--- src/pcb_pkg.sv ---
// shared constants, layouts and types for the phase configuration command bank
package pcb_pkg;

   // command codes
   localparam logic [7:0] CMD_IDENTITY = 8'had;
   localparam logic [7:0] CMD_REVISION = 8'hae;
   localparam logic [7:0] CMD_PHASES   = 8'hd0;
   localparam logic [7:0] CMD_SHED     = 8'hd1;
   localparam logic [7:0] CMD_LIMITER  = 8'hd2;
   localparam logic [7:0] CMD_LOADLINE = 8'hd3;
   localparam logic [7:0] CMD_FEATURE  = 8'hd4;
   localparam logic [7:0] CMD_DRIVE    = 8'hd5;
   localparam logic [7:0] CMD_LOCK     = 8'hd6;
   localparam logic [7:0] CMD_RISE     = 8'hd7;

   // identity bytes, values are arbitrary
   localparam logic [7:0] PRODUCT_CODE = 8'h5a;
   localparam logic [7:0] SILICON_REV  = 8'h01;

   // phase count
   localparam int         PWM_OUTPUTS   = 6;
   localparam logic [2:0] PHASE_MAX_HW  = 3'h6;
   localparam logic [2:0] PHASE_MIN     = 3'h1;
   localparam logic [2:0] PHASE_NMAX_LO = 3'h0;
   localparam logic [2:0] PHASE_NMAX_HI = 3'h7;

   // boot refresh floor in mV
   localparam logic [11:0] BOOT_MIN_MV = 12'h25d;

   // step sizes
   localparam logic [6:0] APA_STEP_MV  = 7'h0a;
   localparam logic [8:0] RISE_STEP_MV = 9'h005;

   // dither
   localparam logic signed [5:0] DITHER_KHZ         = 6'sh0f;
   localparam int                DITHER_STEP_CYCLES = 1000;

   // output adjust lock codes
   localparam logic [1:0] LOCK_NONE  = 2'h0;
   localparam logic [1:0] LOCK_SMALL = 2'h1;
   localparam logic [1:0] LOCK_LARGE = 2'h2;
   localparam logic [1:0] LOCK_ALL   = 2'h3;

   // decode tables
   localparam logic [7:0] K_X100   [4] = '{8'h7d, 8'h96, 8'haf, 8'h64};
   localparam logic [9:0] HYS_X10  [4] = '{10'h1f4, 10'h0fa, 10'h0a6, 10'h07d};
   localparam logic [6:0] THR_PCT  [4] = '{7'h64, 7'h50, 7'h5a, 7'h6e};
   localparam logic [6:0] DROOP_PCT[8] = '{7'h64, 7'h4b, 7'h32, 7'h19,
                                          7'h05, 7'h00, 7'h00, 7'h00};
   localparam logic [5:0] POSITIVE_LOAD_LINE_RANGE_MV [4] = '{6'h04, 6'h08, 6'h10, 6'h20};

   typedef struct packed {
      logic [1:0] thr;
      logic [1:0] hys;
      logic [1:0] k;
      logic [1:0] minPh;
   } pcb_shed_t;

   typedef struct packed {
      logic [1:0] posRange;
      logic       posEn;
      logic [2:0] droopTrim;
      logic       droopEn;
   } pcb_ll_t;

   typedef struct packed {
      logic [2:0] apaLvl;
      logic       dither;
      logic       autoShed;
      logic       diodeEmu;
      logic       bootRefresh;
   } pcb_feat_t;

   typedef struct packed {
      logic       spare;
      logic       mid5v;
   } pcb_drive_t;

   typedef struct packed {
      logic [7:0] upper;
      logic [5:0] offset;
   } pcb_rise_t;

   typedef struct packed {
      logic        valid;
      logic        write;
      logic [7:0]  code;
      logic [15:0] data;
   } pcb_cmd_t;

   typedef struct packed {
      logic [2:0]  phases;
      logic [2:0]  shedMinPhases;
      logic [7:0]  shedKX100;
      logic [9:0]  shedHysX10;
      logic [6:0]  shedThrPct;
      logic        droopEn;
      logic [6:0]  droopPct;
      logic        posLlEn;
      logic [5:0]  posLlMv;
      logic        bootRefreshOn;
      logic        diodeEmuEn;
      logic        autoShedEn;
      logic        ditherEn;
      logic        apaEn;
      logic [6:0]  apaLevelMv;
      logic        midLevel5v;
      logic        setpointProgOk;
      logic        smallOffsetOk;
      logic        largeOffsetOk;
      logic [8:0]  riseOffsetMv;
      logic [9:0]  limiterRaw;
      logic [7:0]  riseUpperRaw;
   } pcb_cfg_t;

   typedef enum logic [2:0] {
      DI_MINUS = 3'b001,
      DI_NOM   = 3'b010,
      DI_PLUS  = 3'b100
   } pcb_dith_t;

endpackage

--- src/pcb_dither.sv ---
// switching frequency dither stepper
`timescale 1ns/10ps
`default_nettype none
module pcb_dither #(
   parameter int STEP_CYCLES = pcb_pkg::DITHER_STEP_CYCLES
) (
   input  wire logic               clock,
   input  wire logic               rst_n,
   input  wire logic               ce,
   input  wire logic               enable,
   output logic signed [5:0]       offsetKhz
);
   pcb_pkg::pcb_dith_t stateFf;
   pcb_pkg::pcb_dith_t nxt_state;
   logic [15:0]        cntFf;
   logic               stepNow;

   assign stepNow = (cntFf == 16'(STEP_CYCLES - 1));

   always_ff @(posedge clock) begin
      if (!rst_n) begin
         cntFf <= 16'h0000;
      end else if (ce) begin
         if (!enable || stepNow) begin
            cntFf <= 16'h0000;
         end else begin
            cntFf <= cntFf + 16'h0001;
         end
      end
   end

   // minus, nominal, plus, then back to minus
   always_comb begin
      nxt_state = stateFf;
      unique case (stateFf)
         pcb_pkg::DI_MINUS: nxt_state = pcb_pkg::DI_NOM;
         pcb_pkg::DI_NOM:   nxt_state = pcb_pkg::DI_PLUS;
         pcb_pkg::DI_PLUS:  nxt_state = pcb_pkg::DI_MINUS;
         default:           nxt_state = pcb_pkg::DI_NOM;
      endcase
   end

   always_ff @(posedge clock) begin
      if (!rst_n) begin
         stateFf <= pcb_pkg::DI_NOM;
      end else if (ce) begin
         if (!enable) begin
            stateFf <= pcb_pkg::DI_NOM;
         end else if (stepNow) begin
            stateFf <= nxt_state;
         end
      end
   end

   always_ff @(posedge clock) begin
      if (!rst_n) begin
         offsetKhz <= 6'sh00;
      end else if (ce) begin
         unique case (stateFf)
            pcb_pkg::DI_MINUS: offsetKhz <= -pcb_pkg::DITHER_KHZ;
            pcb_pkg::DI_PLUS:  offsetKhz <= pcb_pkg::DITHER_KHZ;
            default:           offsetKhz <= 6'sh00;
         endcase
      end
   end
endmodule
`default_nettype wire

--- src/pcb_bank.sv ---
// phase configuration command bank
// How it works
// - identity reads product code plus config revision
// - revision reads silicon code plus config revision
// - codes 0,7 mean maximum; 1-6 exact
// - first strapped output limits maximum phase count
// - auto shedding ignores writes, reads operating count
// - shed minimum phases is code plus one
// - shed K factor 1.25,1.5,1.75,1.0
// - shed hysteresis 50,25,16.6,12.5 percent
// - threshold scale 100,80,90,110 percent
// - droop enable and trim table
// - positive load line enable and range
// - boot refresh off below 0.605 V
// - diode emulation and auto shedding enables
// - dither steps minus, nominal, plus 15 kHz
// - active phase adding level, ten mV steps
// - mid level selects 3.3 V or 5 V
// - lock code gates setpoint and offsets
// - rising offset in 5 mV steps
`timescale 1ns/10ps
`default_nettype none
module pcb_bank (
   input  wire logic               clock,
   input  wire logic               rst_n,
   input  wire logic               ce,
   input  wire pcb_pkg::pcb_cmd_t  cmd,
   output logic                    cmdAccept,
   output logic [15:0]             rdData,
   output logic                    rdValid,
   input  wire logic [5:0]         pwmStrap,
   input  wire logic [2:0]         autoPhaseCount,
   input  wire logic [11:0]        refSetpointMv,
   input  wire logic [7:0]         cfgRevision,
   output pcb_pkg::pcb_cfg_t       cfg,
   output logic signed [5:0]       ditherOffsetKhz
);
   pcb_pkg::pcb_shed_t  shedFf;
   pcb_pkg::pcb_ll_t    llFf;
   pcb_pkg::pcb_feat_t  featFf;
   pcb_pkg::pcb_drive_t driveFf;
   pcb_pkg::pcb_rise_t  riseFf;
   pcb_pkg::pcb_cfg_t   nxt_cfg;
   logic [2:0]          phaseCodeFf;
   logic [9:0]          limiterFf;
   logic [1:0]          lockFf;
   logic [5:0]          strapS1Ff;
   logic [5:0]          strapS2Ff;
   logic [5:0]          strapS3Ff;
   logic [5:0]          strapStableFf;
   logic [2:0]          nmaxFf;
   logic [2:0]          nxt_nmax;
   logic [15:0]         nxt_rdData;
   logic                wrEn;
   logic                rdEn;
   logic                known;
   logic                readOnly;

   assign wrEn     = ce && cmd.valid && cmd.write;
   assign rdEn     = ce && cmd.valid && !cmd.write;
   assign readOnly = (cmd.code == pcb_pkg::CMD_IDENTITY) || (cmd.code == pcb_pkg::CMD_REVISION);

   always_comb begin
      unique case (cmd.code)
         pcb_pkg::CMD_IDENTITY, pcb_pkg::CMD_REVISION, pcb_pkg::CMD_PHASES,
         pcb_pkg::CMD_SHED, pcb_pkg::CMD_LIMITER, pcb_pkg::CMD_LOADLINE,
         pcb_pkg::CMD_FEATURE, pcb_pkg::CMD_DRIVE, pcb_pkg::CMD_LOCK,
         pcb_pkg::CMD_RISE: known = 1'b1;
         default:           known = 1'b0;
      endcase
   end

   // refused: unknown codes and writes to read-only commands
   assign cmdAccept = cmd.valid && known && !(cmd.write && readOnly);

   // strap pins are asynchronous; a level counts once stages two and three agree
   for (genvar i = 0; i < pcb_pkg::PWM_OUTPUTS; i++) begin : g_strap
      always_ff @(posedge clock) begin
         if (!rst_n) begin
            strapS1Ff[i]     <= 1'b0;
            strapS2Ff[i]     <= 1'b0;
            strapS3Ff[i]     <= 1'b0;
            strapStableFf[i] <= 1'b0;
         end else if (ce) begin
            strapS1Ff[i] <= pwmStrap[i];
            strapS2Ff[i] <= strapS1Ff[i];
            strapS3Ff[i] <= strapS2Ff[i];
            if (strapS2Ff[i] == strapS3Ff[i]) begin
               strapStableFf[i] <= strapS3Ff[i];
            end
         end
      end
   end

   // lowest strapped output caps the count; never below one phase
   always_comb begin
      nxt_nmax = pcb_pkg::PHASE_MAX_HW;
      for (int i = pcb_pkg::PWM_OUTPUTS - 1; i >= 0; i--) begin
         if (strapStableFf[i]) begin
            nxt_nmax = 3'(i);
         end
      end
      if (nxt_nmax == 3'h0) begin
         nxt_nmax = pcb_pkg::PHASE_MIN;
      end
   end

   always_ff @(posedge clock) begin
      if (!rst_n) begin
         nmaxFf <= pcb_pkg::PHASE_MAX_HW;
      end else if (ce) begin
         nmaxFf <= nxt_nmax;
      end
   end

   // host is trusted to respect the settle time after soft-start
   always_ff @(posedge clock) begin
      if (!rst_n) begin
         phaseCodeFf <= pcb_pkg::PHASE_NMAX_LO;
      end else if (wrEn && cmd.code == pcb_pkg::CMD_PHASES && !featFf.autoShed) begin
         phaseCodeFf <= 3'(cmd.data);
      end
   end

   always_ff @(posedge clock) begin
      if (!rst_n) begin
         shedFf <= '0;
      end else if (wrEn && cmd.code == pcb_pkg::CMD_SHED) begin
         shedFf <= pcb_pkg::pcb_shed_t'(8'(cmd.data));
      end
   end

   always_ff @(posedge clock) begin
      if (!rst_n) begin
         limiterFf <= '0;
      end else if (wrEn && cmd.code == pcb_pkg::CMD_LIMITER) begin
         limiterFf <= 10'(cmd.data);
      end
   end

   always_ff @(posedge clock) begin
      if (!rst_n) begin
         llFf <= '0;
      end else if (wrEn && cmd.code == pcb_pkg::CMD_LOADLINE) begin
         llFf <= pcb_pkg::pcb_ll_t'(7'(cmd.data));
      end
   end

   always_ff @(posedge clock) begin
      if (!rst_n) begin
         featFf <= '0;
      end else if (wrEn && cmd.code == pcb_pkg::CMD_FEATURE) begin
         featFf <= pcb_pkg::pcb_feat_t'(7'(cmd.data));
      end
   end

   always_ff @(posedge clock) begin
      if (!rst_n) begin
         driveFf <= '0;
      end else if (wrEn && cmd.code == pcb_pkg::CMD_DRIVE) begin
         driveFf <= pcb_pkg::pcb_drive_t'(2'(cmd.data));
      end
   end

   // lock resets closed so nothing can move the output before software opens it
   always_ff @(posedge clock) begin
      if (!rst_n) begin
         lockFf <= pcb_pkg::LOCK_NONE;
      end else if (wrEn && cmd.code == pcb_pkg::CMD_LOCK) begin
         lockFf <= 2'(cmd.data);
      end
   end

   always_ff @(posedge clock) begin
      if (!rst_n) begin
         riseFf <= '0;
      end else if (wrEn && cmd.code == pcb_pkg::CMD_RISE) begin
         riseFf <= pcb_pkg::pcb_rise_t'(14'(cmd.data));
      end
   end

   always_comb begin
      nxt_rdData = 16'h0000;
      unique case (cmd.code)
         pcb_pkg::CMD_IDENTITY: nxt_rdData = {pcb_pkg::PRODUCT_CODE, cfgRevision};
         pcb_pkg::CMD_REVISION: nxt_rdData = {pcb_pkg::SILICON_REV, cfgRevision};
         pcb_pkg::CMD_PHASES:   nxt_rdData = featFf.autoShed ? 16'(autoPhaseCount)
                                                             : 16'(phaseCodeFf);
         pcb_pkg::CMD_SHED:     nxt_rdData = 16'(shedFf);
         pcb_pkg::CMD_LIMITER:  nxt_rdData = 16'(limiterFf);
         pcb_pkg::CMD_LOADLINE: nxt_rdData = 16'(llFf);
         pcb_pkg::CMD_FEATURE:  nxt_rdData = 16'(featFf);
         pcb_pkg::CMD_DRIVE:    nxt_rdData = 16'(driveFf);
         pcb_pkg::CMD_LOCK:     nxt_rdData = 16'(lockFf);
         pcb_pkg::CMD_RISE:     nxt_rdData = 16'(riseFf);
         default:               nxt_rdData = 16'h0000;
      endcase
   end

   always_ff @(posedge clock) begin
      if (!rst_n) begin
         rdData  <= 16'h0000;
         rdValid <= 1'b0;
      end else if (ce) begin
         rdValid <= cmd.valid && !cmd.write;
         if (cmd.valid && !cmd.write) begin
            rdData <= nxt_rdData;
         end
      end
   end

   always_comb begin
      nxt_cfg = '0;
      if (featFf.autoShed) begin
         nxt_cfg.phases = autoPhaseCount;
      end else if (phaseCodeFf == pcb_pkg::PHASE_NMAX_LO
                   || phaseCodeFf == pcb_pkg::PHASE_NMAX_HI) begin
         nxt_cfg.phases = nmaxFf;
      end else begin
         nxt_cfg.phases = phaseCodeFf;
      end
      nxt_cfg.shedMinPhases  = 3'(shedFf.minPh) + pcb_pkg::PHASE_MIN;
      nxt_cfg.shedKX100      = pcb_pkg::K_X100[shedFf.k];
      nxt_cfg.shedHysX10     = pcb_pkg::HYS_X10[shedFf.hys];
      nxt_cfg.shedThrPct     = pcb_pkg::THR_PCT[shedFf.thr];
      nxt_cfg.droopEn        = llFf.droopEn;
      nxt_cfg.droopPct       = pcb_pkg::DROOP_PCT[llFf.droopTrim];
      nxt_cfg.posLlEn        = llFf.posEn;
      nxt_cfg.posLlMv        = pcb_pkg::POSITIVE_LOAD_LINE_RANGE_MV[llFf.posRange];
      nxt_cfg.bootRefreshOn  = featFf.bootRefresh && (refSetpointMv >= pcb_pkg::BOOT_MIN_MV);
      nxt_cfg.diodeEmuEn     = featFf.diodeEmu;
      nxt_cfg.autoShedEn     = featFf.autoShed;
      nxt_cfg.ditherEn       = featFf.dither;
      nxt_cfg.apaEn          = (featFf.apaLvl != 3'h0);
      nxt_cfg.apaLevelMv     = 7'(featFf.apaLvl) * pcb_pkg::APA_STEP_MV;
      nxt_cfg.midLevel5v     = driveFf.mid5v;
      nxt_cfg.setpointProgOk = (lockFf == pcb_pkg::LOCK_ALL);
      nxt_cfg.smallOffsetOk  = (lockFf == pcb_pkg::LOCK_SMALL) || (lockFf == pcb_pkg::LOCK_ALL);
      nxt_cfg.largeOffsetOk  = (lockFf == pcb_pkg::LOCK_LARGE) || (lockFf == pcb_pkg::LOCK_ALL);
      nxt_cfg.riseOffsetMv   = 9'(riseFf.offset) * pcb_pkg::RISE_STEP_MV;
      nxt_cfg.limiterRaw     = limiterFf;
      nxt_cfg.riseUpperRaw   = riseFf.upper;
   end

   // one cycle of latency buys glitch-free configuration outputs
   always_ff @(posedge clock) begin
      if (!rst_n) begin
         cfg <= '0;
      end else if (ce) begin
         cfg <= nxt_cfg;
      end
   end

   pcb_dither u_dither (
      .clock     (clock),
      .rst_n     (rst_n),
      .ce        (ce),
      .enable    (featFf.dither),
      .offsetKhz (ditherOffsetKhz)
   );
endmodule
`default_nettype wire

--- config.mk ---
export PLATFORM = sky130hd
export DESIGN_NAME = pcb_bank
export DESIGN_NICKNAME = d
export VERILOG_FILES = /design/src/pcb_pkg.sv /design/src/pcb_dither.sv /design/src/pcb_bank.sv
export SDC_FILE = /design/constraint.sdc
export NUM_CORES = 1
export LEC_CHECK = 0
export ABC_AREA = 1
export BUFFER_PORTS_ARGS = -buffer_cell sky130_fd_sc_hd__buf_2
export CAP_MARGIN = 25
export CELL_PAD_IN_SITES_DETAIL_PLACEMENT = 1
export CELL_PAD_IN_SITES_GLOBAL_PLACEMENT = 2
export CORE_MARGIN = 2
export CORE_UTILIZATION = 34
export DETAILED_ROUTE_END_ITERATION = 12
export GPL_TIMING_DRIVEN = 0
export PLACE_DENSITY = 0.86
export SLEW_MARGIN = 25
export SYNTH_ARGS = -nofsm -noshare
export SYNTH_HDL_FRONTEND = slang
export SYNTH_SLANG_ARGS = --single-unit
--- constraint.sdc ---
create_clock -name clock -period 4.1 [get_ports clock]
set_clock_uncertainty 0.05 [all_clocks]
set_input_delay 0.205 -clock clock [delete_from_list [all_inputs] [get_ports clock]]
set_output_delay 0.205 -clock clock [all_outputs]
set_load 0.03 [all_outputs]
* Word-level counts from Yosys, hierarchy flattened
Memories as Yosys holds them, arrays and structs flattened. A register that Yosys moved wholly into a read port is not among the register bits.
Cells that the tools add are included.
Widths: inputs -> output; s select.
** Word-level totals
- Memories :: 1
- Word-level logic and storage cells :: 178
- Output and inout bits :: 113
- Bits in registers :: 203
- Memory bits (read-only) :: 56
** Cells by class
- Bitwise gates (word level) :: 5
- Reduce and logical (&&, ||, !) cells :: 38
- $add $sub $neg :: 2
- $lt $le $gt $ge :: 5
- Eq/ne operators :: 25
- Multiplexer cells :: 29
- Multiply operators :: 2
** Memory list
- (no name shown) :: words 8, bits a word 7, rd ports 1, clocked after memory_dff 1, wr ports 0, RTL line pcb_bank.sv:227 : nxt_cfg.droopPct = pcb_pkg::DROOP_PCT[llFf.droopTrim];
** Operators with widths (count)
- $pmux 15 s10 :: 1
- $eq 8x8->1 const B :: 10
- $mux 3 :: 11
- $bmux 10 s2 :: 1
- $mux 10 :: 2
- $add 16x1->16 const B :: 1
- $bmux 8 s2 :: 1
- $eq 16x10->1 const B :: 1
- $logic_and 1x1->1 :: 16
- $mux 16 :: 1
- $mux 8 :: 2
- $reduce_and 2->1 :: 8
- $bmux 7 s2 :: 1
- $mux 7 :: 2
- $bmux 6 s2 :: 1
- $ge 12x10->1 const B :: 1
- $ge 3x3->1 const B :: 4
- $mux 6 :: 2
- $not 2->3 :: 4
- $pmux 6 s2 :: 1
- $reduce_or 10->1 :: 1
- $mul 6x3->9 const B :: 1
- $eq 1x1->1 :: 6
- $eq 3x3->1 const B :: 2
- 15 further kinds :: 25

* Depth between registers and ports, before layout
- Depth in word-level cells :: 8
- Gate-level depth with buffers :: 11
- Depth with buffers taken out :: 10

* Cells and area by module
Synthesis repeated with hierarchy kept, for this count alone.
** Unflattened totals
- Cells, all modules :: 1119
- Area, all modules :: 8459.4 um2
** Modules (own cells, without submodules)
- pcb_bank :: sequential area each 3463.3 um2, cells each 947, area an instance 7252.0 um2, times used 1
- pcb_dither :: sequential area each 440.4 um2, cells each 172, area an instance 1207.4 um2, times used 1

* Worst setup path before layout
Ideal clock, no wire load.
- Kind :: input to output
- From :: in cmd[17] (netlist bit)
- To :: out cmdAccept
- Stages on the path :: 7
- Setup slack :: 2.274 ns
- Path buffers :: 0
- Arrival :: 1.571 ns
- Cell sequence :: inv_1 > nand2_1 > nor2_1 > nand2_1 > nand2_1 > a21oi_1 > a211oi_1
** On the way
- Longest elaborated chain between the ends :: 5
- Elaborated cells between the ends (all ways) :: 17
** Ends and longest elaborated chain
- start: declaration :: RTL line pcb_bank.sv:27 : input wire pcb_pkg::pcb_cmd_t cmd,
- $eq 8x8->1, on equally long branches :: RTL line pcb_bank.sv:61, pcb_bank.sv:64
- $reduce_or 10->1 / $logic_or 1x1->1 (equally long branches) :: RTL line pcb_bank.sv:64, pcb_bank.sv:61
- $mux 1 / $logic_and 1x1->1 (equally long branches) :: RTL line pcb_bank.sv:64, pcb_bank.sv:74
- $logic_and 1x1->1 / $logic_not 1->1 (equally long branches) :: RTL line pcb_bank.sv:74 : assign cmdAccept = cmd.valid && known && !(cmd.write && readOnly);
- $logic_and 1x1->1 * :: RTL line pcb_bank.sv:74
- end: declaration :: RTL line pcb_bank.sv:28 : output logic cmdAccept,
Mark *: on every way between the ends. The rest lies on a longest branch, timed or not.

* Final worst setup path
- From :: reg riseFf[3] (netlist bit)
- To :: reg cfg[25] (netlist bit)
** On the way
- Longest elaborated chain between the ends :: 1
** Ends and longest elaborated chain
- start: declaration :: RTL line pcb_bank.sv:42 : pcb_pkg::pcb_rise_t riseFf;
- start signal: assignment :: RTL line pcb_bank.sv:178 : riseFf <= pcb_pkg::pcb_rise_t'(14'(cmd.data));
- $mul 6x3->9 :: RTL line pcb_bank.sv:240 : nxt_cfg.riseOffsetMv = 9'(riseFf.offset) * pcb_pkg::RISE_STEP_MV;
- end signal: assignment :: RTL line pcb_bank.sv:250 : cfg <= nxt_cfg;
- end: declaration :: RTL line pcb_bank.sv:35 : output pcb_pkg::pcb_cfg_t cfg,
No other way between the ends.
A chain may end at the register's enable or synchronous reset.

==> out/metrics.yaml <==
cts_tree: "done"
synth_edf_count: 0
wl_met3_mm: 1.37
setup.worst_path.end: "cfg[25]"
remaining_drc_errors: 0
reg2reg_to: "cfg[25]"
coreArea_mm2: 0.0242
cap_violations: 0
r2r-start: "riseFf[3]"
wirelength_mm: 29.7
synthFlopType: "dfxtp_1"
ctsHtreeMaxLevel: 4
holdPathStages: 3
num_antenna_cells: 0
cp.required_ns: 4.41
yosys.area_share.xor_xnor_pct: 1.36
irDropWorstVdd_uv: 257
hold_class: "in -> reg"
critPathSlowestCell: "fa_1"
top_layer_used: "met4"
drtIter0Drc: 490
first_global_vias: 8053
ant_nets: 0
seq_area_frac_synth_pct: 46.6
portBuffers: 161
wl_met2_mm: 13.5
die-area_mm2: 0.0259
synth_warnings: 0
final.min_clock_period_ns: 2.16
syn2layout_area_growth_pct: 22.3
path_max_fanout: 3
critPathArrivalTime_ns: 2.47
clk-insertion-delay-late_ns: 0.44
setup_viol: 0
io_pins: 171
cts_root_buffer: "clkbuf_16"
hold_viol: 0
path_delay_family: "adder cells"
cts_buffers: 17
nets: 1358
wire_per_inst_um: 18.4
leakagePower_uw: 0.00434
netlist_area_mm2: 0.00837
cts.path.max_buffers: 2
rsz0062_at_grt: "no"
overflow: 0
cts.sinks: 195
status: "complete, no violations"
path_buf_inv: 1
ys_types: 44
rr_worst_depth: 9
grt_use_total_pct: 23.1
cts-resized-gates: 0
crit_chain: "ha_1 > ha_1 > inv_1 > fa_1 > o21ai_0 > a21oi_1 > xor2_1 > nand2_1 > a21oi_1"
grt_max_degree: 18
ys_ff_latch: 195
fin_crit_sh_pct: 52.7
die_h_um: 161
p_per_area_mw_per_mm2: 389
muxShareOfSynthArea_pct: 0
slew_viol_final: 0
path_class: "reg -> reg"
cts.clk_slew.worst_paths_ns: 0.07
start_util_pct: 34.5
synth-compound-area-share_pct: 19.8
max_stage_delay_ns: 0.41
syn_avg_cell_area_um2: 7.73
startpoint_type: "flop"
crit_path_start: "riseFf[3]"
met1_length_mm: 14.2
tightest_slew_ns: 0.879
hold_buffers: 9
end_kind: "flop"
fmax_mhz: 463
dp_hpwl_mm: 22.6
reg2reg_slack_ns: 1.94
post_drt_via_cell_ratio: 4.99
async_reset_ff_share_pct: 0
synthAdderAreaFrac_pct: 3.53
slew-limit-headroom_pct: 41.4
grt_pass1_wl_mm: 45.9
hold_ws_ns: 0.0124
fin_setup_tns_ns: 0
first_pass_iters: 5
num_vias: 8050
path_depth: 9
synthSimpleGateAreaFrac_pct: 19.4
die_w_um: 161
cts_setup_buffers: 0
rows: 57
synth_top_family_by_area: "compound AO/OA/AOI/OAI gates"
antenna_found_initial: 0
final_common_cell: "dfxtp_1"
fill_cells: 3049
drive_above_1_share_pct: 20.6
gp_congestion: 0.859
final_cell_mix: "195 x dfxtp_1, 180 x buf_2, 146 x o21ai_0, 144 x a21oi_1, 137 x nand2_1"
synth_cells: 1083
-- cell families (layout without fill, tap and decap cells) --
| family | Yosys count | after routing |
|---|---|---|
| AND/OR/NAND/NOR | 367 | 367 |
| buffers and inverters | 167 | 369 |
| XOR/XNOR | 13 | 13 |
| other | 1 | 6 |
| AO/OA/AOI/OAI | 317 | 317 |
| adder cells (fa/ha/maj) | 23 | 23 |
| flip-flops | 195 | 195 |
-- registers in the layout (all words and copies together), names as in the netlist, 7 cells and up --
name,flops
cfg,77
u_dither.cntFf,16
rdData,15
limiterFf,10
nxt_cfg,8
shedFf,8
featFf,7
llFf,7
-- final cells by class --
| class | instances | area (um^2) | share of cell area [%] |
|---|---|---|---|
| multi-input combinational | 726 | 3720 | 36.3 |
| clock buffer | 19 | 453 | 4.42 |
| tap | 324 | 405 | 3.96 |
| sequential | 195 | 3900 | 38.1 |
| buffer | 73 | 410 | 4.01 |
| clock inverter | 13 | 97.6 | 0.953 |
| timing repair buffer | 170 | 896 | 8.75 |
| inverter | 94 | 355 | 3.47 |
-- through the flow --
stage,instances,utilization [%],total power [uW],area (um^2),setup WS [ns]
global placement,1573,39.6,2390,9600,2.00
CTS,1614,42.2,4010,10200,1.93
finish,1614,42.2,3980,10200,1.94
global route,1614,42.2,4130,10200,1.74
detailed placement,1573,39.6,2390,9600,1.95
floorplan,1088,-,2240,8390,2.27
-- cells in the mapped netlist, types with 10 or more instances --
| library cell | instances | share of area [%] |
|---|---|---|
| ha_1 | 22 | 3.3 |
| o21ai_0 | 146 | 8.7 |
| a21oi_1 | 144 | 8.6 |
| buf_4 | 20 | 1.8 |
| buf_2 | 19 | 1.1 |
| nor2_1 | 127 | 5.7 |
| nand3_1 | 62 | 3.7 |
| inv_1 | 89 | 4.0 |
| dfxtp_1 | 195 | 47 |
| nand2_1 | 137 | 6.1 |
| xor2_1 | 10 | 1.0 |
| clkbuf_1 | 25 | 1.1 |
-- where the power goes --
group | leakage [uW] | internal (uW) | switching (uW) | total [uW]
Combinational | 0.00249 | 114 | 275 | 389
Clock | 0.000269 | 819 | 805 | 1620
Sequential | 0.00159 | 1940 | 28.2 | 1970
Total | 0.00434 | 2870 | 1110 | 3980
-- worst min path at each step --
| stage | from | end |
|---|---|---|
| global route | cmd[12] | nxt_cfg[6] |
| CTS | autoPhaseCount[1] | cfg[87] |
| global placement | pwmStrap[0] | strapS1Ff[0] |
| detailed placement | pwmStrap[1] | strapS1Ff[1] |
| finish | autoPhaseCount[1] | cfg[87] |
| floorplan | pwmStrap[0] | strapS1Ff[0] |
-- worst min-delay path, delay by kind of cell --
family	cells	cell delay, ns
buffers and inverters	1	0.10
and+or+nand+nor	1	0.08
AOI/OAI and AO/OA	1	0.08
-- layer usage --
layer  vias to the layer above  track usage (%)
met5                         -                0
met4                         0             7.43
met3                        36             4.11
met2                       192             36.9
met1                      3850             31.6
li1                       3972                -
(Power assumes the default switching activity.)
